### config.mk
export PLATFORM = sky130hd
export DESIGN_NAME = rio_top
export DESIGN_NICKNAME = d
export VERILOG_FILES = /design/src/hw/rio_pkg.sv /design/src/hw/rio_top.sv
export SDC_FILE = /design/constraint.sdc
export NUM_CORES = 1
export LEC_CHECK = 0
export BUFFER_PORTS_ARGS = -buffer_cell sky130_fd_sc_hd__buf_4
export CORE_UTILIZATION = 25
export DETAILED_ROUTE_END_ITERATION = 12
export PLACE_DENSITY_LB_ADDON = 0.1
export SLEW_MARGIN = 20
export SYNTH_ARGS = -nofsm -noshare
export SYNTH_HDL_FRONTEND = slang
export SYNTH_SLANG_ARGS = --single-unit
export TNS_END_PERCENT = 100
### constraint.sdc
create_clock -name pclk -period 2.19 [get_ports pclk]
set_input_delay 0.438 -clock pclk [delete_from_list [all_inputs] [get_ports pclk]]
set_output_delay 0.438 -clock pclk [all_outputs]
set_load 0.05 [all_outputs]
### src/hw/rio_pkg.sv
/*
 * rio_pkg: constants, register map and carrier types of the
 * rtc interrupt output router.
 * assumes: apb with 32-bit data, one register per aligned word.
 */
package rio_pkg;

    // ------------------------------------------------------------
    // clocking and tick pulse timing
    // ------------------------------------------------------------
    localparam int unsigned PCLK_HZ       = 40_000_000;
    localparam int unsigned TICK_CLK_HZ   = 64;
    localparam int unsigned PULSE_CYCLES  = PCLK_HZ / TICK_CLK_HZ;
    localparam int          PULSE_CNT_W   = 20;

    // ------------------------------------------------------------
    // register indices; byte address is four times the index
    // ------------------------------------------------------------
    localparam logic [7:0] IDX_MASK_A_LO  = 8'h31;
    localparam logic [7:0] IDX_MASK_A_HI  = 8'h32;
    localparam logic [7:0] IDX_MASK_B_LO  = 8'h33;
    localparam logic [7:0] IDX_MASK_B_HI  = 8'h34;
    localparam logic [7:0] IDX_CTRL       = 8'h40;
    localparam logic [7:0] IDX_FLAGS      = 8'h41;

    // ------------------------------------------------------------
    // field layout and reset values
    // ------------------------------------------------------------
    localparam logic [5:0] MASK_LO_RST    = 6'h3f;
    localparam logic [3:0] MASK_HI_RST    = 4'hf;
    localparam int         MLO_LONG       = 5;
    localparam int         MLO_SHORT      = 4;
    localparam int         MLO_WDOG       = 3;
    localparam int         MLO_ALARM      = 2;
    localparam int         MLO_SWITCH     = 1;
    localparam int         MLO_LOWBAT     = 0;
    // control register bits
    localparam int         CTL_LONG       = 0;
    localparam int         CTL_SHORT      = 1;
    localparam int         CTL_PULSE      = 2;
    localparam int         CTL_WDOG       = 3;
    localparam int         CTL_ALARM      = 4;
    localparam int         CTL_SWITCH     = 5;
    localparam int         CTL_LOWBAT     = 6;
    localparam int         CTL_STAMP      = 8;
    localparam logic [11:0] CTRL_RST      = 12'h000;
    // flag register bits
    localparam int         FLG_TICK       = 0;

    // ------------------------------------------------------------
    // carriers
    // ------------------------------------------------------------
    typedef struct packed {
        logic       watchdog_flag;
        logic       alarm_flag;
        logic [3:0] stamp_flags;
        logic       switchover_flag;
        logic       low_battery_flag;
    } rio_flags_t;

    typedef struct packed {
        logic       minute_inc;
        logic       second_inc;
    } rio_count_t;

    typedef enum logic [1:0] {
        RIO_PULSE_IDLE,
        RIO_PULSE_ON
    } rio_pulse_t;

endpackage

### src/hw/rio_top.sv
/*
 * rio_top: interrupt routing of an rtc onto two open-drain,
 * active-low outputs, with an apb register slave.
 * assumes: source flags and counter increments arrive synchronous to
 * pclk; an external pull-up on each output pin.
 */
// Local design decision: the APB slave port.
// Summary of operation
// RQ1: minute increments set the tick flag only while the second enable is off
// RQ2: tick flag set on enabled counter increment
// RQ3: pulse mode gives one pulse per tick (a tick while the tick flag is still set starts no pulse)
// RQ4: level mode holds until flag cleared
// RQ5: pulse lasts one 64 Hz period
// RQ6: clearing tick flag ends pulse at once
// RQ7: watchdog level follows flag, never pulsed
// RQ8: watchdog releases when flag returns zero
// RQ9: alarm level follows alarm flag
// RQ10: each stamp enable gates its flag
// RQ11: switchover level follows switchover flag
// RQ12: low battery follows flag and enable
// RQ13: low battery flag is read only
// RQ14: software write clears the tick flag
// RQ15: masks 31h/32h for a, 33h/34h for b
// RQ16: mask one blocks; masks reset to one (with both ticks on, a clear minute mask still passes second ticks)
// RQ17: low mask bit layout for six sources
// RQ18: high mask bits hold four stamps
// RQ19: unused mask bits read zero
// RQ20: outputs open-drain, released when all disabled
// RQ21: pulse mode only for tick source
// RQ22: output low when any unmasked request
// RQ23: host pulls up and clears flags
`timescale 1ns/1ps

module rio_top
    import rio_pkg::*;
#(
    parameter int unsigned PULSE_LEN = PULSE_CYCLES
)
(
    // clock and reset
    input  wire logic                pclk,
    input  wire logic                presetn,
    // apb slave
    input  wire logic                psel,
    input  wire logic                penable,
    input  wire logic                pwrite,
    input  wire logic [11:0]         paddr,
    input  wire logic [31:0]         pwdata,
    output logic                     pready,
    output logic [31:0]              prdata,
    output logic                     pslverr,
    // source events and flags
    input  wire rio_pkg::rio_count_t counts,
    input  wire rio_pkg::rio_flags_t flags,
    // open-drain outputs
    output logic                     irq_out_a_o,
    output logic                     irq_out_a_oe,
    output logic                     irq_out_b_o,
    output logic                     irq_out_b_oe
);
    import rio_pkg::*;

    // ------------------------------------------------------------
    // registers
    // ------------------------------------------------------------
    logic [5:0]              mask_a_lo_r;
    logic [3:0]              mask_a_hi_r;
    logic [5:0]              mask_b_lo_r;
    logic [3:0]              mask_b_hi_r;
    logic [11:0]             ctrl_r;
    logic                    tick_flag_r;
    logic                    tick_flag_nxt;
    rio_pulse_t              pulse_state_r;
    logic [PULSE_CNT_W-1:0]  pulse_cnt_r;
    logic                    pready_r;
    logic [31:0]             prdata_r;
    logic                    pslverr_r;
    logic                    irq_a_oe_r;
    logic                    irq_b_oe_r;
    logic                    irq_a_o_r;
    logic                    irq_b_o_r;

    logic                    wr_en;
    logic                    setup;
    logic [7:0]              idx;
    logic                    tick_set;
    logic                    tick_clr;
    logic                    tick_req;
    logic                    req_a;
    logic                    req_b;

    assign setup = psel & ~penable;
    assign wr_en = psel & penable & pready_r & pwrite;
    assign idx   = paddr[9:2];

    // ------------------------------------------------------------
    // decode helpers
    // ------------------------------------------------------------
    function automatic logic mapped(input logic [7:0] i,
                                    input logic [1:0] low_bits);
        begin
            mapped = (low_bits == 2'h0) &&
                     (i == IDX_MASK_A_LO || i == IDX_MASK_A_HI ||
                      i == IDX_MASK_B_LO || i == IDX_MASK_B_HI ||
                      i == IDX_CTRL || i == IDX_FLAGS);
        end
    endfunction

    // combined request of one output from its two masks
    function automatic logic route(input logic [5:0] mlo,
                                   input logic [3:0] mhi,
                                   input logic [11:0] ctl,
                                   input logic tick,
                                   input rio_flags_t f);
        logic tick_ok;
        logic lvl;
        begin
            tick_ok = 1'b0;
            lvl     = 1'b0;
            // the tick flag reaches the pin while either enabled tick source has its mask clear
            tick_ok = (ctl[CTL_LONG] & ~mlo[MLO_LONG]) |
                      (ctl[CTL_SHORT] & ~mlo[MLO_SHORT]);  // [RQ1] [RQ16] [RQ17]
            lvl = (ctl[CTL_WDOG] & f.watchdog_flag & ~mlo[MLO_WDOG])        // [RQ7] [RQ8]
                | (ctl[CTL_ALARM] & f.alarm_flag & ~mlo[MLO_ALARM])         // [RQ9]
                | (|(ctl[CTL_STAMP+:4] & f.stamp_flags & ~mhi))             // [RQ10] [RQ18]
                | (ctl[CTL_SWITCH] & f.switchover_flag & ~mlo[MLO_SWITCH])  // [RQ11]
                | (ctl[CTL_LOWBAT] & f.low_battery_flag & ~mlo[MLO_LOWBAT]); // [RQ12]
            route = (tick & tick_ok) | lvl;  // [RQ22] [RQ21]
        end
    endfunction

    // ------------------------------------------------------------
    // mask registers
    // ------------------------------------------------------------
    always_ff @(posedge pclk or negedge presetn)
    begin
        if (!presetn)
        begin
            mask_a_lo_r <= MASK_LO_RST;  // [RQ16]
            mask_a_hi_r <= MASK_HI_RST;
            mask_b_lo_r <= MASK_LO_RST;
            mask_b_hi_r <= MASK_HI_RST;
        end
        else if (wr_en && paddr[1:0] == 2'h0)
        begin
            case (idx)
                IDX_MASK_A_LO: mask_a_lo_r <= pwdata[5:0];  // [RQ15]
                IDX_MASK_A_HI: mask_a_hi_r <= pwdata[3:0];
                IDX_MASK_B_LO: mask_b_lo_r <= pwdata[5:0];
                IDX_MASK_B_HI: mask_b_hi_r <= pwdata[3:0];
                default:
                begin
                end
            endcase
        end
    end

    // ------------------------------------------------------------
    // control register
    // ------------------------------------------------------------
    always_ff @(posedge pclk or negedge presetn)
    begin
        if (!presetn)
        begin
            ctrl_r <= CTRL_RST;
        end
        else if (wr_en && paddr[1:0] == 2'h0 && idx == IDX_CTRL)
        begin
            ctrl_r <= pwdata[11:0];
        end
    end

    // ------------------------------------------------------------
    // tick flag: set wins over a clear in the same cycle
    // ------------------------------------------------------------
    always_comb
    begin
        // minute counter only when the second tick is off
        if (ctrl_r[CTL_SHORT])
        begin
            tick_set = counts.second_inc;  // [RQ2]
        end
        else if (ctrl_r[CTL_LONG])
        begin
            tick_set = counts.minute_inc;  // [RQ2]
        end
        else
        begin
            tick_set = 1'b0;  // [RQ2]
        end
        // writing zero to the flag bit clears it
        tick_clr = wr_en && paddr[1:0] == 2'h0 && idx == IDX_FLAGS &&
                   !pwdata[FLG_TICK];  // [RQ14]
        if (tick_set)
        begin
            tick_flag_nxt = 1'b1;
        end
        else if (tick_clr)
        begin
            tick_flag_nxt = 1'b0;
        end
        else
        begin
            tick_flag_nxt = tick_flag_r;
        end
    end

    always_ff @(posedge pclk or negedge presetn)
    begin
        if (!presetn)
        begin
            tick_flag_r <= 1'b0;
        end
        else
        begin
            tick_flag_r <= tick_flag_nxt;
        end
    end

    // ------------------------------------------------------------
    // tick pulse generator, one 64 Hz period long
    // ------------------------------------------------------------
    always_ff @(posedge pclk or negedge presetn)
    begin
        if (!presetn)
        begin
            pulse_state_r <= RIO_PULSE_IDLE;
            pulse_cnt_r   <= '0;
        end
        else
        begin
            case (pulse_state_r)
                RIO_PULSE_IDLE:
                begin
                    if (tick_flag_nxt && !tick_flag_r && ctrl_r[CTL_PULSE])
                    begin
                        pulse_state_r <= RIO_PULSE_ON;  // [RQ3]
                        pulse_cnt_r   <= PULSE_CNT_W'(PULSE_LEN - 1);  // [RQ5]
                    end
                end
                RIO_PULSE_ON:
                begin
                    if (!tick_flag_nxt || pulse_cnt_r == '0)
                    begin
                        pulse_state_r <= RIO_PULSE_IDLE;  // [RQ6] [RQ5]
                        pulse_cnt_r   <= '0;
                    end
                    else
                    begin
                        pulse_cnt_r <= pulse_cnt_r - 1'b1;
                    end
                end
                default:
                begin
                    pulse_state_r <= RIO_PULSE_IDLE;
                    pulse_cnt_r   <= '0;
                end
            endcase
        end
    end

    // pulse in pulse mode, else level until the flag is cleared
    assign tick_req = ctrl_r[CTL_PULSE] ? (pulse_state_r == RIO_PULSE_ON)  // [RQ3]
                                        : tick_flag_r;  // [RQ4]

    assign req_a = route(mask_a_lo_r, mask_a_hi_r, ctrl_r, tick_req, flags);
    assign req_b = route(mask_b_lo_r, mask_b_hi_r, ctrl_r, tick_req, flags);

    // ------------------------------------------------------------
    // open-drain pin drivers
    // ------------------------------------------------------------
    always_ff @(posedge pclk or negedge presetn)
    begin
        if (!presetn)
        begin
            irq_a_oe_r <= 1'b0;
            irq_b_oe_r <= 1'b0;
            irq_a_o_r  <= 1'b0;
            irq_b_o_r  <= 1'b0;
        end
        else
        begin
            // drive low only while a request stands, else release
            irq_a_oe_r <= req_a;  // [RQ20] [RQ22] [RQ15]
            irq_b_oe_r <= req_b;  // [RQ20] [RQ22] [RQ15]
            irq_a_o_r  <= 1'b0;
            irq_b_o_r  <= 1'b0;
        end
    end

    // ------------------------------------------------------------
    // apb read path and answer
    // ------------------------------------------------------------
    always_ff @(posedge pclk or negedge presetn)
    begin
        if (!presetn)
        begin
            pready_r  <= 1'b0;
            prdata_r  <= '0;
            pslverr_r <= 1'b0;
        end
        else
        begin
            pready_r  <= setup;
            pslverr_r <= setup & ~mapped(idx, paddr[1:0]);
            prdata_r  <= '0;
            if (setup && !pwrite && paddr[1:0] == 2'h0)
            begin
                case (idx)
                    IDX_MASK_A_LO: prdata_r <= {26'h0, mask_a_lo_r};  // [RQ19]
                    IDX_MASK_A_HI: prdata_r <= {28'h0, mask_a_hi_r};  // [RQ19]
                    IDX_MASK_B_LO: prdata_r <= {26'h0, mask_b_lo_r};
                    IDX_MASK_B_HI: prdata_r <= {28'h0, mask_b_hi_r};
                    IDX_CTRL:      prdata_r <= {20'h0, ctrl_r};
                    IDX_FLAGS:
                    begin
                        // low battery bit is status only, never written
                        prdata_r <= {22'h0, flags.low_battery_flag,  // [RQ13]
                                     flags.switchover_flag, flags.stamp_flags,
                                     flags.alarm_flag, flags.watchdog_flag,
                                     pulse_state_r == RIO_PULSE_ON, tick_flag_r};
                    end
                    default: prdata_r <= '0;
                endcase
            end
        end
    end

    assign pready       = pready_r;
    assign prdata       = prdata_r;
    assign pslverr      = pslverr_r;
    assign irq_out_a_o  = irq_a_o_r;
    assign irq_out_a_oe = irq_a_oe_r;
    assign irq_out_b_o  = irq_b_o_r;
    assign irq_out_b_oe = irq_b_oe_r;

endmodule

==> impl_metrics.env, run 1 <==
export IMPL_status="finished clean"
export IMPL_clock_sinks=70
export IMPL_synth_edf_count=0
export IMPL_reg2reg_slack_ns=0.09
export IMPL_synth_largest_area_cell="dfrtp_1"
export IMPL_cts_buffers=9
export IMPL_start_kind="flip-flop"
export IMPL_min_path_type="primary input to async pin"
export IMPL_grt_pass1_vias=3254
export IMPL_viasPerCell=4.908
export IMPL_synth_top_cell_area_share_pct=33.43
export IMPL_finClkSkew_ns=0.003085
export IMPL_num_vias=3102
export IMPL_timing_max_slew_rel_slack_pct=47.91
export IMPL_powerDensity_nw_per_um2=634.1
export IMPL_ys_flop_type="dfrtp_1"
export IMPL_cp_end_kind="flip-flop"
export IMPL_cellLeakagePower_nw=2.155
export IMPL_ys_types=56
export IMPL_ys_top_cells_by_area="dfrtp_1, dfstp_2, mux2_2, buf_4, a31oi_1"
export IMPL_nets=505
export IMPL_place_hpwl_um=8232
export IMPL_fin_crit_sh_pct=96.09
export IMPL_yosys_register_bits=70
export IMPL_r2r_start="pulse_cnt_r[1]"
export IMPL_num_rows=44
export IMPL_drv_cap=0
export IMPL_die_area_um2=15460
export IMPL_die_h_um=124.4
export IMPL_synth_async_reset_ratio_pct=100.0
export IMPL_crit_type="flip-flop to flip-flop"
export IMPL_setup_viol=0
export IMPL_grt_ovfl_total=0
export IMPL_fmax_mhz=475.2
export IMPL_final_cell_mix="buf_4, dfrtp_1, mux2_2"
export IMPL_grt_use_total_pct=14.66
export IMPL_path_max_fanout=6
export IMPL_fp_dieW_um=124.4
export IMPL_final_common_cell="buf_4"
export IMPL_avgSynthCellArea_um2=10.66
export IMPL_firstDrtPassIters=5
export IMPL_final_antenna_net_count=0
export IMPL_grt_max_degree=46
export IMPL_setup_worst_path_start="pulse_cnt_r[1]"
export IMPL_report_final_slew_viol_count=0
export IMPL_drc_errors=0
export IMPL_clock_root_buffer="clkbuf_16"
export IMPL_worst_pin_slew_ns=0.7785
export IMPL_final_util_pct=33.20
export IMPL_clk_pin_slew_ns=0.06
export IMPL_yosys_warnings=0
export IMPL_hold_buffers=0
export IMPL_gp_congestion=0.8922
export IMPL_wl_per_cell_um=17.31
export IMPL_num_antenna_cells=0
export IMPL_routed_wl_um=10940
export IMPL_clock_path_buffers=2
export IMPL_synth_yosys_seq_area_share_pct=47.48
export IMPL_ir_drop_v=0.0003527
export IMPL_period_needed_ns=2.104
export IMPL_grt_antenna_before_repair=0
export IMPL_num_fill_cells=1497
export IMPL_rsz0062_at_grt="true"
export IMPL_grt_pass1_wl_um=17550
export IMPL_required_ns=2.45
export IMPL_crit_arrival_ns=2.36
export IMPL_port_buffers=52
export IMPL_clk_latency_ns=0.34
export IMPL_report_power_total_mw=3.071
export IMPL_drt_iter0_drc=173
export IMPL_ios=97
export IMPL_cts_tree="yes"
export IMPL_synthCells=351
export IMPL_coreArea_um2=14590
export IMPL_hold_viol_final=0
export IMPL_synth_area_um2=3742
export IMPL_h_tree_depth=3
export IMPL_area_delta_synth_final_pct=29.42
export IMPL_final_layout_size_suffix_gt1_share_pct=39.96
export IMPL_start_util_pct=25.65
## worst max-delay path: stages (launching register included)
cell,delay [ns]
dfrtp_1,0.36
inv_1,0.08
ha_1,0.18
nor4b_1,0.14
buf_4,0.15
and3_4,0.15
buf_4,0.15
or4_2,0.61
a31oi_1,0.19
## flip-flops by register name (all words and copies together) (netlist names), 4 cells and up
register and cells:
pulse_cnt_r 20, ctrl_r 12, prdata 12, mask_a_lo_r 6, mask_b_lo_r 6, mask_a_hi_r 4, mask_b_hi_r 4
## cells in the mapped netlist (3+ instances only)
cell type,count
or3_1,3
nand3_1,8
nor4_1,6
or4_1,3
o211ai_1,3
inv_1,13
dfstp_2,20
a31oi_1,21
nand2b_1,3
nor4b_1,3
o22ai_1,12
and3_1,4
buf_4,22
a22oi_1,16
nand2_1,29
a22o_1,6
o31ai_1,7
a21oi_1,7
or4_2,4
and4_1,3
dfrtp_1,50
nor2_1,15
mux2_2,33
clkbuf_1,6
nor3_1,8
o21ai_0,5
## kinds of logic after synthesis
family	Yosys count	synth area share [%]
simple gates	104	15.68
compound gates	91	17.22
flops	70	47.48
buf+inv	48	8.425
mux	34	10.20
fa+ha+maj	2	0.6686
other cells	1	0.1002
xor+xnor	1	0.2341
## where the power goes
part	leakage [nW]	internal, mW	total (mW)	switching [mW]
combinational	1.12	0.0611	0.223	0.162
sequential	0.887	1.30	1.30	0.00228
clock	0.146	0.989	1.55	0.557
total	2.16	2.35	3.07	0.721
## routing by layer
layer,wire length [um],global-route usage (%),vias up
met2,5658,25.35,53
li1,-,-,1480
met5,0,0,-
met4,159,4.394,0
met3,363,4.296,12
met1,4761,17.41,1557
## worst paths after layout
| check | end | cells past startpoint |
|---|---|---|
| setup / recovery | pulse_cnt_r[17] | 8 |
| hold / removal | pulse_cnt_r[8] | 1 |
| setup reg to reg | pulse_cnt_r[17] | 8 |
| hold reg to reg | ctrl_r[7] | 1 |
| max in group asynchronous | mask_b_lo_r[4] | 2 |
| min in group pclk | ctrl_r[8] | 2 |
## through the flow
stage / cell area [um2] / setup WS, ns / hold WS, ns / setup TNS (ns) / std cells
after global routing: 4843 / -0.004737 / 0.04094 / -0.004737 / 632
after floorplan: 3821 / 0.1318 / 0.1424 / 0 / 372
after global placement: 4512 / 0.03170 / 0.3958 / 0 / 615
after CTS: 4817 / 0.006663 / 0.02481 / 0 / 630
final: 4843 / 0.08561 / 0.01497 / 0 / 632
after detailed placement: 4512 / 0.04219 / 0.3933 / 0 / 615
## cell type report
class | count | area [um2] | area share [%]
clock buffers | 11 | 232.7 | 4.805
clock inverters | 4 | 72.57 | 1.498
inverters | 14 | 52.55 | 1.085
multi-input cells | 254 | 1740 | 35.93
flip-flops and latches | 70 | 1777 | 36.68
well taps | 184 | 230.2 | 4.753
repair buffers | 95 | 738.2 | 15.24
## repair_timing
action | 4_1_cts | 5_1_grt
buffers inserted | 0 | 2
gates resized for setup | 0 | 2
setup endpoints to repair | 0 | 6
Note: power is estimated with default switching activity, not from simulation.
==> run 2: changes to the inputs <==
--- a/config.mk
+++ b/config.mk
@@ -6,6 +6,8 @@
 export NUM_CORES = 1
 export LEC_CHECK = 0
 export BUFFER_PORTS_ARGS = -buffer_cell sky130_fd_sc_hd__buf_4
+export CELL_PAD_IN_SITES_DETAIL_PLACEMENT = 1
+export CELL_PAD_IN_SITES_GLOBAL_PLACEMENT = 2
 export CORE_UTILIZATION = 25
 export DETAILED_ROUTE_END_ITERATION = 12
 export PLACE_DENSITY_LB_ADDON = 0.1
==> run 2 against run 1 <==
Effect of this change: first-iteration DRC count increased by 9.8%; maximum frequency fell by 0.84%; clock power barely moved; design area rose by 1.5%; sequential power hardly changed; sequential share of layout area fell by 0.56 points; power down 0.56%; worst setup slack got worse by 0.018 ns; routed wire length rose by 8.9%; critical endpoint is now pulse_cnt_r[19].
==> impl_metrics.env, run 2 (same netlist as run 1, synthesis figures left out) <==
export IMPL_final_layout_size_suffix_gt1_share_pct=42.27
export IMPL_ios=97
export IMPL_routed_wl_met2_um=5408
export IMPL_wl_per_cell_um=18.53
export IMPL_clkPwrFrac_pct=49.9
export IMPL_report_final_slew_viol_count=0
export IMPL_regMostFlops="pulse_cnt_r"
export IMPL_grt_use_total_pct=16.02
export IMPL_fin_hold_ws_ns=0.3196
export IMPL_clock_sinks=70
export IMPL_clock_path_buffers=2
export IMPL_clock_root_buffer="clkbuf_16"
export IMPL_viasPerCell=4.936
export IMPL_clk_pin_slew_ns=0.07
export IMPL_grt_ovfl_total=0
export IMPL_cp_end_kind="flip-flop"
export IMPL_fp_dieW_um=124.4
export IMPL_nets=515
export IMPL_top_layer="met4"
export IMPL_clk_latency_ns=0.34
export IMPL_final_util_pct=33.71
export IMPL_final_common_cell="buf_4"
export IMPL_place_hpwl_um=8881
export IMPL_firstDrtPassIters=4
export IMPL_dpl_instance_area_um2=4559
export IMPL_start_util_pct=25.65
export IMPL_num_vias=3174
export IMPL_port_buffers=52
export IMPL_cts_buffers=9
export IMPL_num_antenna_cells=0
export IMPL_period_needed_ns=2.122
export IMPL_die_h_um=124.4
export IMPL_powerDensity_nw_per_um2=620.9
export IMPL_drt_iter0_drc=190
export IMPL_min_path_type="primary input to flip-flop"
export IMPL_h_tree_depth=3
export IMPL_grt_antenna_before_repair=0
export IMPL_path_max_fanout=6
export IMPL_finClkSkew_ns=0.006578
export IMPL_combPwrFrac_pct=7.5
export IMPL_switching_power_mw=0.7921
export IMPL_fin_crit_sh_pct=96.90
export IMPL_required_ns=2.41
export IMPL_p_seq_share_pct=42.6
export IMPL_final_area_um2=4918
export IMPL_routed_wl_um=11920
export IMPL_worst_pin_slew_ns=0.8620
export IMPL_final_antenna_net_count=0
export IMPL_cellLeakagePower_nw=2.210
export IMPL_die_area_um2=15460
export IMPL_wl_met1_um=5982
export IMPL_drv_cap=0
export IMPL_gp_congestion=0.7468
export IMPL_seq_area_um2=1777
export IMPL_status="finished clean"
export IMPL_crit_arrival_ns=2.35
export IMPL_largest_register_ffs=20
export IMPL_crit_type="flip-flop to flip-flop"
export IMPL_num_fill_cells=1640
export IMPL_area_delta_synth_final_pct=31.43
export IMPL_switching_share_pct=25.94
export IMPL_coreArea_um2=14590
export IMPL_cts_tree="yes"
export IMPL_final_cell_mix="buf_4, dfrtp_1, mux2_2"
export IMPL_p_int_mw=2.262
export IMPL_hold_viol_final=0
export IMPL_ir_drop_v=0.0003279
export IMPL_num_rows=44
export IMPL_grt_pass1_wl_um=18900
export IMPL_wl_met3_um=400
export IMPL_drc_errors=0
export IMPL_multi_input_area_um2=1749
export IMPL_timing_max_slew_rel_slack_pct=42.32
export IMPL_grt_pass1_vias=3308
export IMPL_grt_max_degree=55
export IMPL_setup_viol=0
export IMPL_fmax_mhz=471.2
export IMPL_rsz0062_at_grt="true"
export IMPL_start_kind="flip-flop"
-- run 2: metrics by stage --
stage	power, mW	TNS (ns)	worst slack (ns)	std cells
2_1_floorplan	1.465	0	0.1318	372
3_3_place_gp	1.554	0	0.05311	623
3_5_place_dp	1.556	0	0.04093	623
4_1_cts	3.112	0	0.02310	640
5_1_grt	3.167	-0.04661	-0.01651	643
6_report	3.054	0	0.06783	643
-- run 2: layer usage --
metal,vias to the layer above,track usage [%]
met1,1593,23.18
met5,-,0
met4,0,5.315
met3,13,2.749
met2,65,23.98
li1,1503,-
-- run 2: worst max-delay path, cell delays in order, from the launching register on --
cell	delay [ns]
dfrtp_1	0.42
or4_4	0.53
nor4_4	0.21
buf_4	0.18
and3_1	0.18
buf_4	0.16
o31ai_1	0.08
a22o_1	0.24
-- run 2: area by class of cell --
class	count	area share, %
repair buffers	105	16.41
inverters	14	1.068
clock buffers	9	4.579
flip-flops and latches	70	36.12
well taps	184	4.681
multi-input cells	254	35.56
clock inverters	7	1.577
-- run 2: repair_timing --
| item | in CTS | in global routing |
|---|---|---|
| endpoints found under the hold margin | 16 | 0 |
| gates resized for setup | 0 | 6 |
| hold buffers | 1 | 0 |
| buffers inserted | 0 | 3 |
| endpoints found under the setup margin | 0 | 7 |
-- run 2: power by group through the flow --
stage / Combinational (mW) / Clock (mW) / Sequential (mW)
after floorplan: 0.134 / 0 / 1.33
after global placement: 0.230 / 0 / 1.32
after detailed placement: 0.232 / 0 / 1.32
after CTS: 0.234 / 1.58 / 1.30
after global routing: 0.249 / 1.62 / 1.30
final: 0.230 / 1.52 / 1.30
-- run 2: path summary, 6_finish.rpt --
kind	from	cells past startpoint	endpoint	slack [ns]
setup / recovery	pulse_cnt_r[14]	7	pulse_cnt_r[19]	0.07
hold / removal	pwdata[9]	2	ctrl_r[9]	0.32
setup reg to reg	pulse_cnt_r[14]	7	pulse_cnt_r[19]	0.07
hold reg to reg	ctrl_r[7]	1	ctrl_r[7]	0.51
max in group asynchronous	presetn	3	mask_b_hi_r[1]	1.06
min in group asynchronous	presetn	2	pulse_cnt_r[8]	0.52
